--- config.mk ---
export PLATFORM = sky130hd
export DESIGN_NAME = tis_irq_status
export DESIGN_NICKNAME = d
export VERILOG_FILES = /design/src/common/tis_pkg.sv /design/src/hw/tis_irq_status.sv
export VERILOG_INCLUDE_DIRS = /design/src /design/src/common
export SDC_FILE = /design/constraint.sdc
export NUM_CORES = 1
export LEC_CHECK = 0
export ABC_AREA = 1
export BUFFER_PORTS_ARGS = -buffer_cell sky130_fd_sc_hd__buf_2
export CORE_MARGIN = 4
export CORE_UTILIZATION = 45
export CTS_CLUSTER_DIAMETER = 80
export DETAILED_ROUTE_END_ITERATION = 8
export MAX_ROUTING_LAYER = met4
export PLACE_DENSITY = 0.78
export SLEW_MARGIN = 15
export SYNTH_ARGS = -nofsm -noshare
export SYNTH_HDL_FRONTEND = slang
export SYNTH_SLANG_ARGS = --single-unit
--- constraint.sdc ---
create_clock -name clk_i -period 3.42 [get_ports clk_i]
set_input_delay 0.684 -clock clk_i [delete_from_list [all_inputs] [get_ports clk_i]]
set_output_delay 0.684 -clock clk_i [all_outputs]
set_load 0.05 [all_outputs]
--- src/common/tis_params.svh ---
`ifndef TIS_PARAMS_SVH
`define TIS_PARAMS_SVH

// ****************************************************************
// register indices; the byte address is four times the index
// ****************************************************************
`define TIS_IDX_DEV_STATE   8'h02
`define TIS_IDX_FLAGS_PRI   8'h03
`define TIS_IDX_FLAGS_SEC   8'h04
`define TIS_IDX_MASK_PRI    8'h05
`define TIS_IDX_MASK_SEC    8'h06
`define TIS_IDX_QUEUE_CTRL  8'h08
`define TIS_IDX_FULL_LEVEL  8'h7c
`define TIS_IDX_EMPTY_LEVEL 8'h7d

// ****************************************************************
// bus geometry
// ****************************************************************
`define TIS_ADDR_W          10
`define TIS_IDX_LSB         2
`define TIS_RESP_OKAY       2'b00
`define TIS_RESP_SLVERR     2'b10

// ****************************************************************
// reset values and field layout
// ****************************************************************
`define TIS_MASK_PRI_RST    8'h00
`define TIS_MASK_SEC_RST    8'h03
`define TIS_FULL_LEVEL_RST  6'h37
`define TIS_EMPTY_LEVEL_RST 6'h04
`define TIS_PRI_VALID       8'hec
`define TIS_SEC_VALID       8'h0f
`define TIS_PRI_RD_CLEAR    8'h6c
`define TIS_LEVEL_W         6
`define TIS_CNT_W           7
`define TIS_BIT_FERR        7
`define TIS_BIT_AFULL       6
`define TIS_BIT_AEMPTY      5
`define TIS_BIT_EXT         3
`define TIS_BIT_PKSENT      2
`define TIS_BIT_WUT         3
`define TIS_BIT_LBD         2
`define TIS_BIT_CHIPRDY     1
`define TIS_BIT_POR         0
`define TIS_BIT_QCLR        0
`define TIS_CPS_IDLE        2'b00
`define TIS_CPS_TX          2'b10

`endif

--- src/common/tis_pkg.sv ---
`include "tis_params.svh"
`default_nettype none

package tis_pkg;
  typedef logic [7:0]                tis_byte_type;
  typedef logic [`TIS_ADDR_W-1:0]    tis_addr_type;
  typedef logic [`TIS_LEVEL_W-1:0]   tis_level_type;
  typedef logic [`TIS_CNT_W-1:0]     tis_cnt_type;
endpackage

`default_nettype wire

--- src/hw/tis_irq_status.sv ---
// Contract
// - an enabled primary flag rising pulls irq_out_low low.
// - a primary read releases the line and clears enabled bits except fifo error.
// - a read leaves a primary flag with a clear enable unchanged.
// - fifo error sets on overflow or underflow, clears on fifo reset.
// - almost-full sets above its level, clears sending at or below.
// - almost-empty is set at or below its level, cleared above it.
// - packet-sent sets on a clean send, clears on start or fifo exit.
// - the external flag sets on the configured gpio event.
// - device state shows overflow in bit 7 and underflow in bit 6.
// - the power state field reads 00 when idle, 10 when sending.
// - an enable of one lets its event drive the line, zero keeps status.
// - enabled secondary flags drive the line; a read clears only those.
// - low battery stays latched while disabled, interrupts once enabled.
//
// The implementer's own choice: the AXI4-Lite slave port.
`include "tis_params.svh"
`default_nettype none

module tis_irq_status
  import tis_pkg::*;
(
  input  wire logic        clk_i,
  input  wire logic        rst_i,
  // axi4-lite slave
  input  wire logic [9:0]  s_axi_awaddr_i,
  input  wire logic        s_axi_awvalid_i,
  output logic             s_axi_awready_o,
  input  wire logic [31:0] s_axi_wdata_i,
  input  wire logic [3:0]  s_axi_wstrb_i,
  input  wire logic        s_axi_wvalid_i,
  output logic             s_axi_wready_o,
  output logic [1:0]       s_axi_bresp_o,
  output logic             s_axi_bvalid_o,
  input  wire logic        s_axi_bready_i,
  input  wire logic [9:0]  s_axi_araddr_i,
  input  wire logic        s_axi_arvalid_i,
  output logic             s_axi_arready_o,
  output logic [31:0]      s_axi_rdata_o,
  output logic [1:0]       s_axi_rresp_o,
  output logic             s_axi_rvalid_o,
  input  wire logic        s_axi_rready_i,
  // transmit path and chip status events, same clock
  input  wire logic [6:0]  tx_fifo_count_i,
  input  wire logic        tx_fifo_ovfl_i,
  input  wire logic        tx_fifo_unfl_i,
  input  wire logic        tx_active_i,
  input  wire logic        tx_start_i,
  input  wire logic        pkt_sent_i,
  input  wire logic        fifo_mode_i,
  input  wire logic        wut_expire_i,
  input  wire logic        low_batt_i,
  input  wire logic        chip_ready_i,
  input  wire logic        back_to_idle_i,
  input  wire logic        por_event_i,
  // gpio pin configured as interrupt source, asynchronous
  input  wire logic        gpio_event_pin_i,
  output logic             tx_fifo_clear_o,
  output logic             irq_out_low_o
);

  // ****************************************************************
  // decode helpers
  // ****************************************************************
  function automatic logic idx_hit(input tis_addr_type a,
                                   input tis_byte_type idx);
    idx_hit = (a[1:0] == 2'b00) &&
              (a[`TIS_ADDR_W-1:`TIS_IDX_LSB] == idx);
  endfunction

  function automatic logic idx_known(input tis_addr_type a);
    idx_known = idx_hit(a, `TIS_IDX_DEV_STATE)  |
                idx_hit(a, `TIS_IDX_FLAGS_PRI)  |
                idx_hit(a, `TIS_IDX_FLAGS_SEC)  |
                idx_hit(a, `TIS_IDX_MASK_PRI)   |
                idx_hit(a, `TIS_IDX_MASK_SEC)   |
                idx_hit(a, `TIS_IDX_QUEUE_CTRL) |
                idx_hit(a, `TIS_IDX_FULL_LEVEL) |
                idx_hit(a, `TIS_IDX_EMPTY_LEVEL);
  endfunction

  // ****************************************************************
  // state
  // ****************************************************************
  logic          awready_r, wready_r, bvalid_r, arready_r, rvalid_r;
  logic          aw_have_r, w_have_r;
  tis_addr_type  awaddr_r;
  tis_byte_type  wdata_r;
  logic          wstrb0_r;
  logic [1:0]    bresp_r, rresp_r;
  tis_byte_type  rdata_r, rdata_nxt;
  tis_byte_type  flags_pri_r, flags_pri_nxt;
  tis_byte_type  flags_sec_r, flags_sec_nxt;
  tis_byte_type  mask_pri_r, mask_sec_r;
  tis_level_type full_level_r, empty_level_r;
  logic          qclr_r, fifo_clear_r, irq_n_r;
  logic          ovfl_r, unfl_r;
  logic          gpio_s1_r, gpio_s2_r, gpio_s3_r;
  logic          chip_ready_d_r;

  // ****************************************************************
  // bus handshakes
  // ****************************************************************
  wire logic aw_fire  = s_axi_awvalid_i & awready_r;
  wire logic w_fire   = s_axi_wvalid_i & wready_r;
  wire logic b_fire   = bvalid_r & s_axi_bready_i;
  wire logic ar_fire  = s_axi_arvalid_i & arready_r;
  wire logic r_fire   = rvalid_r & s_axi_rready_i;
  wire logic do_write = aw_have_r & w_have_r & ~bvalid_r;
  // only the low byte lane carries register data
  wire logic wr_ok    = do_write & idx_known(awaddr_r) & wstrb0_r;

  wire logic wr_mask_pri = wr_ok & idx_hit(awaddr_r, `TIS_IDX_MASK_PRI);
  wire logic wr_mask_sec = wr_ok & idx_hit(awaddr_r, `TIS_IDX_MASK_SEC);
  wire logic wr_flg_pri  = wr_ok & idx_hit(awaddr_r, `TIS_IDX_FLAGS_PRI);
  wire logic wr_flg_sec  = wr_ok & idx_hit(awaddr_r, `TIS_IDX_FLAGS_SEC);
  wire logic wr_qctrl    = wr_ok & idx_hit(awaddr_r, `TIS_IDX_QUEUE_CTRL);
  wire logic wr_full     = wr_ok & idx_hit(awaddr_r, `TIS_IDX_FULL_LEVEL);
  wire logic wr_empty    = wr_ok & idx_hit(awaddr_r, `TIS_IDX_EMPTY_LEVEL);
  wire logic rd_pri      = ar_fire & idx_hit(s_axi_araddr_i,
                                             `TIS_IDX_FLAGS_PRI);
  wire logic rd_sec      = ar_fire & idx_hit(s_axi_araddr_i,
                                             `TIS_IDX_FLAGS_SEC);

  // ready drops once a beat is held and returns when the response is accepted
  always_ff @(posedge clk_i) begin
    if (rst_i) begin
      awready_r <= 1'b1;
      wready_r  <= 1'b1;
      aw_have_r <= 1'b0;
      w_have_r  <= 1'b0;
      bvalid_r  <= 1'b0;
      bresp_r   <= `TIS_RESP_OKAY;
    end else begin
      if (aw_fire) begin
        awready_r <= 1'b0;
        aw_have_r <= 1'b1;
      end
      if (w_fire) begin
        wready_r <= 1'b0;
        w_have_r <= 1'b1;
      end
      if (do_write) begin
        aw_have_r <= 1'b0;
        w_have_r  <= 1'b0;
        bvalid_r  <= 1'b1;
        bresp_r   <= idx_known(awaddr_r) ? `TIS_RESP_OKAY
                                         : `TIS_RESP_SLVERR;
      end
      if (b_fire) begin
        bvalid_r  <= 1'b0;
        awready_r <= 1'b1;
        wready_r  <= 1'b1;
      end
    end
  end

  // write payload capture
  always_ff @(posedge clk_i) begin
    if (rst_i) begin
      awaddr_r <= '0;
      wdata_r  <= '0;
      wstrb0_r <= 1'b0;
    end else begin
      if (aw_fire) awaddr_r <= s_axi_awaddr_i;
      if (w_fire) begin
        wdata_r  <= s_axi_wdata_i[7:0];
        wstrb0_r <= s_axi_wstrb_i[0];
      end
    end
  end

  // ****************************************************************
  // read mux
  // ****************************************************************
  wire tis_byte_type dev_state = {ovfl_r, unfl_r, 4'h0,
                                  tx_active_i ? `TIS_CPS_TX
                                              : `TIS_CPS_IDLE};
  always_comb begin
    rdata_nxt = 8'h00;
    if (idx_hit(s_axi_araddr_i, `TIS_IDX_DEV_STATE))   rdata_nxt = dev_state;
    if (idx_hit(s_axi_araddr_i, `TIS_IDX_FLAGS_PRI))   rdata_nxt = flags_pri_r;
    if (idx_hit(s_axi_araddr_i, `TIS_IDX_FLAGS_SEC))   rdata_nxt = flags_sec_r;
    if (idx_hit(s_axi_araddr_i, `TIS_IDX_MASK_PRI))    rdata_nxt = mask_pri_r;
    if (idx_hit(s_axi_araddr_i, `TIS_IDX_MASK_SEC))    rdata_nxt = mask_sec_r;
    if (idx_hit(s_axi_araddr_i, `TIS_IDX_QUEUE_CTRL))  rdata_nxt = {7'h00, qclr_r};
    if (idx_hit(s_axi_araddr_i, `TIS_IDX_FULL_LEVEL))  rdata_nxt = {2'b00, full_level_r};
    if (idx_hit(s_axi_araddr_i, `TIS_IDX_EMPTY_LEVEL)) rdata_nxt = {2'b00, empty_level_r};
  end

  // the read-clear acts at the address edge, so rdata shows the pre-clear value
  always_ff @(posedge clk_i) begin
    if (rst_i) begin
      arready_r <= 1'b1;
      rvalid_r  <= 1'b0;
      rdata_r   <= 8'h00;
      rresp_r   <= `TIS_RESP_OKAY;
    end else begin
      if (ar_fire) begin
        arready_r <= 1'b0;
        rvalid_r  <= 1'b1;
        rdata_r   <= rdata_nxt;
        rresp_r   <= idx_known(s_axi_araddr_i) ? `TIS_RESP_OKAY
                                               : `TIS_RESP_SLVERR;
      end else if (r_fire) begin
        rvalid_r  <= 1'b0;
        arready_r <= 1'b1;
      end
    end
  end

  // ****************************************************************
  // control registers
  // ****************************************************************
  // fifo reset only on the 1-then-0 write pair of the clear bit
  wire logic qclr_fall = wr_qctrl & qclr_r & ~wdata_r[`TIS_BIT_QCLR];

  always_ff @(posedge clk_i) begin
    if (rst_i) begin
      mask_pri_r    <= `TIS_MASK_PRI_RST;
      mask_sec_r    <= `TIS_MASK_SEC_RST;
      full_level_r  <= `TIS_FULL_LEVEL_RST;
      empty_level_r <= `TIS_EMPTY_LEVEL_RST;
      qclr_r        <= 1'b0;
      fifo_clear_r  <= 1'b0;
    end else begin
      if (wr_mask_pri) mask_pri_r <= wdata_r & `TIS_PRI_VALID;
      if (wr_mask_sec) mask_sec_r <= wdata_r & `TIS_SEC_VALID;
      if (wr_full)     full_level_r  <= wdata_r[`TIS_LEVEL_W-1:0];
      if (wr_empty)    empty_level_r <= wdata_r[`TIS_LEVEL_W-1:0];
      if (wr_qctrl)    qclr_r <= wdata_r[`TIS_BIT_QCLR];
      fifo_clear_r <= qclr_fall;
    end
  end

  // ****************************************************************
  // gpio event pin synchroniser and edge detect
  // ****************************************************************
  always_ff @(posedge clk_i) begin
    if (rst_i) begin
      gpio_s1_r      <= 1'b0;
      gpio_s2_r      <= 1'b0;
      gpio_s3_r      <= 1'b0;
      chip_ready_d_r <= 1'b0;
    end else begin
      gpio_s1_r      <= gpio_event_pin_i;
      gpio_s2_r      <= gpio_s1_r;
      gpio_s3_r      <= gpio_s2_r;
      chip_ready_d_r <= chip_ready_i;
    end
  end

  // ****************************************************************
  // event flags; a set in the clearing cycle wins
  // ****************************************************************
  wire tis_cnt_type full_ext  = {1'b0, full_level_r};
  wire tis_cnt_type empty_ext = {1'b0, empty_level_r};
  wire logic af_over  = tx_fifo_count_i > full_ext;
  wire logic af_auto  = tx_active_i & ~af_over;
  wire logic ae_below = tx_fifo_count_i <= empty_ext;
  wire logic ps_auto  = tx_start_i | ~fifo_mode_i;
  wire logic ext_set  = gpio_s2_r & ~gpio_s3_r;
  wire logic ferr_set = tx_fifo_ovfl_i | tx_fifo_unfl_i;

  wire tis_byte_type set_pri  = {ferr_set, af_over, ae_below, 1'b0,
                                 ext_set, pkt_sent_i, 2'b00};
  wire tis_byte_type auto_pri = {fifo_clear_r, af_auto, ~ae_below, 1'b0,
                                 1'b0, ps_auto, 2'b00};
  // error bit is left out of the read-clear: only fifo reset drops it
  wire tis_byte_type clr_pri  = ({8{rd_pri}} & mask_pri_r &
                                 `TIS_PRI_RD_CLEAR) |
                                ({8{wr_flg_pri}} & wdata_r &
                                 `TIS_PRI_RD_CLEAR);
  wire tis_byte_type set_sec  = {4'h0, wut_expire_i, low_batt_i,
                                 chip_ready_i & ~chip_ready_d_r,
                                 por_event_i};
  wire tis_byte_type auto_sec = {6'h00, back_to_idle_i, 1'b0};
  wire tis_byte_type clr_sec  = ({8{rd_sec}} & mask_sec_r) |
                                ({8{wr_flg_sec}} & wdata_r);

  assign flags_pri_nxt = ((flags_pri_r & ~clr_pri & ~auto_pri) | set_pri) &
                         `TIS_PRI_VALID;
  assign flags_sec_nxt = ((flags_sec_r & ~clr_sec & ~auto_sec) | set_sec) &
                         `TIS_SEC_VALID;

  // line follows pending enabled bits of both registers
  wire logic pend_nxt = |(flags_pri_nxt & mask_pri_r) |
                        |(flags_sec_nxt & mask_sec_r);

  always_ff @(posedge clk_i) begin
    if (rst_i) begin
      flags_pri_r <= 8'h00;
      flags_sec_r <= 8'h00;
      ovfl_r      <= 1'b0;
      unfl_r      <= 1'b0;
      irq_n_r     <= 1'b1;
    end else begin
      flags_pri_r <= flags_pri_nxt;
      flags_sec_r <= flags_sec_nxt;
      ovfl_r      <= tx_fifo_ovfl_i | (ovfl_r & ~fifo_clear_r);
      unfl_r      <= tx_fifo_unfl_i | (unfl_r & ~fifo_clear_r);
      irq_n_r     <= ~pend_nxt;
    end
  end

  // ****************************************************************
  // outputs
  // ****************************************************************
  assign s_axi_awready_o = awready_r;
  assign s_axi_wready_o  = wready_r;
  assign s_axi_bvalid_o  = bvalid_r;
  assign s_axi_bresp_o   = bresp_r;
  assign s_axi_arready_o = arready_r;
  assign s_axi_rvalid_o  = rvalid_r;
  assign s_axi_rresp_o   = rresp_r;
  assign s_axi_rdata_o   = {24'h000000, rdata_r};
  assign tx_fifo_clear_o = fifo_clear_r;
  assign irq_out_low_o   = irq_n_r;
endmodule

`default_nettype wire

---- Yosys cells after proc, flatten, opt, wreduce, memory -nomap -nowiden ----
Cells that the tools add are included.
cells by class
  $mul .................................... 0
  muxes and demuxes ....................... 15
  divide/modulo/power cells ............... 0
  reductions and logical operators ........ 23
  bitwise operators ....................... 71
  $lt $le $gt $ge ......................... 2
  add/sub/neg operators ................... 0
  shift operators ......................... 0
  equal/unequal tests ..................... 16
operators with widths
  cell                count
  $mux 8              8
  $eq 8x3->1 const B  6
  $eq 8x2->1 const B  4
  $eq 8x7->1 const B  4
  $and 1x1->1         25
  $and 8x8->8         3
  $and 4x4->4         5
  $or 1x1->1          19
  $eq 8x4->1 const B  2
  $logic_and 1x1->1   16
  $reduce_or 8->1     2
  $and 7x7->7         2
  $not 1->1           9
  $not 7->8           1
  $not 8->8           1
  $or 4x4->4          2
  $or 8x8->8          1
  $gt 7x6->1          1
  $le 7x6->1          1
  $or 7x7->7          1
  $mux 2              3
  $logic_not 2->1     2
  $mux 1              4
  $not 2->4           1
  3 further kinds     4
storage, ports and cells
  register bits after elaboration ......... 80
  RAM bits ................................ 0
  input port bits ......................... 82
  word-level logic and storage cells ...... 156
  memory bits (read-only) ................. 0
  memories kept ........................... 0
  output and inout port bits .............. 43
  bits in latches ......................... 0

---- Depth between registers and ports, before layout ----
  depth in word-level cells ............... 22
  mapped depth ............................ 15
  mapped depth without buffers ............ 15

---- Worst setup path after synthesis ----
No wires, ideal clock.
  kind .................................... input -> register
  start ................................... input s_axi_araddr_i[4]
  end ..................................... register irq_n_r (netlist: irq_out_low_o)
  required time ........................... 3362 ps
  setup time .............................. 58 ps
  arrival time ............................ 1857 ps
  slack ................................... 1505 ps
  cell stages on the path ................. 13
  path buffers ............................ 1
  cells stage by stage .................... buf_2 > inv_2 > nor2_4 > nor3b_4 > nand2_2 > o21ai_1 > o21bai_1 > nand2_1 > nand2_1 > nand2_1 > nor2_1 > nand2_1 > nand2_1
on the way
  longest elaborated chain between the ends .. 13
  elaborated cells on any way between the ends .. 24
  those cells by class .................... eq/ne (2); bitwise (18); reduce/logical (4)
RTL lines
  element                                                          RTL line                                      source
  start, declared                                                  tis_irq_status.sv:36                          input wire logic [9:0] s_axi_araddr_i,
  $eq 8x2->1 / $eq 8x3->1 (equally long branches)                  tis_irq_status.sv:68                          (a[`TIS_ADDR_W-1:`TIS_IDX_LSB] == idx);
  $logic_and 1x1->1                                                tis_irq_status.sv:67                          idx_hit = (a[1:0] == 2'b00) &&
  $and 1x1->1 (on tied branches)                                   tis_irq_status.sv:120, tis_irq_status.sv:122
  $and 7x7->7 / $and 4x4->4 (equally long branches)                tis_irq_status.sv:270, tis_irq_status.sv:278
  $or 7x7->7 / $or 4x4->4 (equally long branches)                  tis_irq_status.sv:270, tis_irq_status.sv:278
  $not 7->8 / $not 4->4 (equally long branches)                    tis_irq_status.sv:281, tis_irq_status.sv:283
  $and 8x8->8 / $and 4x4->4 (equally long branches) (2 in series)  tis_irq_status.sv:281, tis_irq_status.sv:283
  $or 8x8->8 / $or 4x4->4 (equally long branches)                  tis_irq_status.sv:281, tis_irq_status.sv:283
  $and 8x8->8 / $and 4x4->4 (equally long branches)                tis_irq_status.sv:287, tis_irq_status.sv:288
  $reduce_or 8->1 (on tied branches)                               tis_irq_status.sv:287, tis_irq_status.sv:288
  $or 1x1->1 (*)                                                   tis_irq_status.sv:288                         |(flags_sec_nxt & mask_sec_r);
  $not 1->1 (*)                                                    tis_irq_status.sv:302                         irq_n_r <= ~pend_nxt;
  end signal, assigned                                             tis_irq_status.sv:302
  end, declared                                                    tis_irq_status.sv:96                          logic qclr_r, fifo_clear_r, irq_n_r;
Every way passes the cells marked *; elsewhere a longest branch is shown, timed or not.
A chain may end at the register's enable or synchronous reset.

---- Final worst setup path ----
  start ................................... input s_axi_araddr_i[7]
  end ..................................... register irq_n_r (netlist: irq_out_low_o)
Same word-level chain as after synthesis.

==> results.md <==
- Outcome: finished clean
- Syn. warnings: 0
- Hold Path Sink: gpio_s2_r
- Io pins: 125
- Yosys top cell by area: dfxtp_1
- Largest net degree at the start of global routing: 32
- Total CTS buffers: 9
- Hold Buf Count CTS: 0
- Antenna Violating Nets Remaining: 0
- Share of the synthesized area in the top cell type: 0.385
- Data arrival, critical path: 2.34 ns
- Setup slack, reg-to-reg: 1.46 ns
- Initial antenna violation count: 0
- Internal power: 1.26 mW
- RR Startpoint: awaddr_r[5]
- Clk Latency, worst-skew pair: 0.34 ns
- Number of max-cap violations: 0
- Reg area: 1500 um^2
- Distinct cells, synth: 47
- Postcts setup bufs: 0
- DRT Pass-1 Iters: 4
- Worst min path class: flip-flop to flip-flop
- FF-to-FF path depth: 12
- Worst R2R End: full_level_r[3]
- Wire per inst: 13.2 um
- Pre-CTS WS: 1.05 ns
- Final Hold Viols: 0
- PwrDens: 413 nW/um^2
- Die Width: 101 um
- Global route overflow: 0
- Yosys reg bits: 75
- Initial drt markers: 299
- Setup ws final: 1.36 ns
- Worst-path fanout max: 7
- Fin nets: 706
- Max-slew violation count: 0
- CTS-repair resized insts: 0
- Number of global-route vias before repair: 3,547
- Dominant cells by area after synthesis: dfxtp_1 (38%), nand2_1 (9.3%), inv_1 (7.5%)
- Number of synthesized flops with an enable pin: 0
- Share of layout cells above drive strength 1: 0.169
- Slew @ Worst Pin: 0.650 ns
- Core Area: 8340 um^2
- # clock sinks: 75
- Synth top cells by count: nand2_1 (97), inv_1 (78), dfxtp_1 (75)
- Synth Cell Area: 3900 um^2
- Antenna diodes: 0
- Area of the multi-input gates: 1920 um^2
- Total wire length: 9470 um
- Post-synth ARST share: 0
- Final setup viols: 0
- Peak VDD IR: 0.000237 V
- Sequential share of power: 0.518
- Fill count: 843
- Routed vias/inst: 5.09
- Syn_area_per_cell: 7.17 um^2
- Type of the worst setup path: primary input to flip-flop
- Fin Clk Skew: 0.00848 ns
- TritonCTS clock tree: yes
- H-tree levels: 3
- Detailed-route via count: 3,662
- CTS clock-pin slew for the worst setup and hold paths: 0.07 ns
- Worst slew margin relative to its limit: 0.563
- Hold path depth: 2
- GP Congestion: 0.951
- Worst hold path startpoint: gpio_s1_r
- P_leak: 2.17 nW
- CTS Root Cell: clkbuf_8
- Required @ worst endpoint: 3.70 ns
- Count leader, synth: nand2_1
- Setup crit end kind: flip-flop
- Unrepaired setup endpoints after global routing: false
- Area Growth Syn to Fin: 12.4%
- Critical Path Source Type: primary input
- Starting Density: 0.468
- Area of the die: 10,200 um^2
- Global-route wire length before repair: 15,400 um
- Cells after Synth: 544
- Seq/Total Area, Yosys: 0.385
- Total track usage: 0.193
- TNS Setup: 0 ns
- Top FF cell, synth: dfxtp_1
- Clock power frac: 0.314
- Tcrit/Tclk final: 0.602
- Combinational share of power: 0.168
- Switching power: 547 uW
- Hpwl dp: 7350 um
- PortBufs: 71
- Fmax: 486 MHz
- Clock Tree Buf Depth: 2
- Die H: 101 um
- Row cnt: 33
- DRC: 0
- Min cycle time layout: 2.06 ns
- Sw Share: 0.302
-- layer usage --
layer,share of wire,up-vias,global-route usage
li1,-,1858,-
met1,0.43,1651,0.221
met2,0.46,129,0.321
met3,0.074,24,0.0436
met4,0.030,0,0.0859
met5,0,-,-
-- how the worst max path moves through the flow --
stage | start | to | cells past startpoint
2_1_floorplan | s_axi_araddr_i[4] | irq_out_low_o | 13
3_3_place_gp | s_axi_araddr_i[7] | rdata_r[2] | 11
3_5_place_dp | s_axi_araddr_i[7] | rdata_r[2] | 11
4_1_cts | s_axi_araddr_i[7] | rdata_r[2] | 11
5_1_grt | awaddr_r[4] | full_level_r[3] | 11
6_report | s_axi_araddr_i[7] | irq_out_low_o | 13
-- sequential cells by signal (all words and copies together), names as in the netlist, 5 cells and up --
name and flops:
flags_pri_r 5, awaddr_r 10, full_level_r 6, wdata_r 8
rdata_r 8, mask_pri_r 5, empty_level_r 6
-- through the flow --
step / power [mW] / utilization / hold WS [ns] / std cells / area, um^2
2_1_floorplan: 1.20 / - / 0.388 / 569 / 3990
4_1_cts: 1.82 / 0.526 / 0.403 / 719 / 4380
3_3_place_gp: 1.25 / 0.507 / 0.393 / 706 / 4230
5_1_grt: 1.89 / 0.526 / 0.425 / 719 / 4380
3_5_place_dp: 1.26 / 0.507 / 0.393 / 706 / 4230
6_report: 1.81 / 0.526 / 0.400 / 719 / 4380
-- layout make-up --
| cell class | instances | area share |
|---|---|---|
| well taps | 105 | 0.0300 |
| clock buffers | 10 | 0.0314 |
| inverters | 81 | 0.0693 |
| flip-flops and latches | 75 | 0.342 |
| clock inverters | 3 | 0.00400 |
| repair buffers | 73 | 0.0845 |
| multi-input cells | 372 | 0.438 |
-- worst max-delay path: stages --
cell,delay [ns]
buf_2,0.10
nor2_1,0.11
nand3_2,0.14
inv_1,0.21
nand3_1,0.19
o31ai_1,0.34
o21bai_1,0.19
nand2_1,0.07
nand2_1,0.06
nand2_1,0.05
nor2_1,0.08
nand2_1,0.05
nand2_1,0.06
-- kinds of logic (layout without fill, tap and decap cells) --
family | Yosys count | after routing | synth area share
buffers and inverters | 122 | 167 | 0.146
DFF | 75 | 75 | 0.385
other | 1 | 26 | 0.000962
and+or+nand+nor | 200 | 200 | 0.234
adders and majority gates | 12 | 12 | 0.0385
AOI/OAI and AO/OA | 134 | 134 | 0.196
-- power groups by stage --
stage	logic (mW)	clock network [mW]	registers (mW)
after floorplan	0.221	0	0.980
after global placement	0.296	0	0.956
after detailed placement	0.303	0	0.957
after CTS	0.304	0.576	0.937
after global routing	0.337	0.611	0.942
final	0.305	0.567	0.937
-- placed cells by master (no fill, tap or decap), types with 2 or more instances in the layout --
| cell | Yosys | layout |
|---|---|---|
| nand2_2 | 2 | 2 |
| clkinv_2 | 0 | 2 |
| nor2_2 | 2 | 2 |
| o21ai_1 | 6 | 6 |
| dfxtp_1 | 75 | 75 |
| inv_2 | 2 | 2 |
| o21bai_1 | 7 | 7 |
| o31ai_1 | 2 | 2 |
| o22ai_1 | 5 | 5 |
| o21ai_0 | 33 | 33 |
| a21oi_1 | 57 | 57 |
| nand2_1 | 97 | 97 |
| nand4_1 | 6 | 6 |
| o211ai_1 | 9 | 9 |
| a31oi_1 | 3 | 3 |
| nand3_1 | 18 | 18 |
| buf_4 | 26 | 2 |
| clkbuf_8 | 1 | 10 |
| inv_1 | 78 | 78 |
| ha_1 | 12 | 12 |
| a211oi_1 | 5 | 5 |
| buf_2 | 3 | 71 |
| or2_2 | 3 | 3 |
| nor3_1 | 4 | 4 |
| conb_1 | 1 | 26 |
| nand4_2 | 2 | 2 |
| nor2_1 | 51 | 51 |
| nor4_1 | 5 | 5 |
Note: power is estimated with default switching activity, not from simulation.
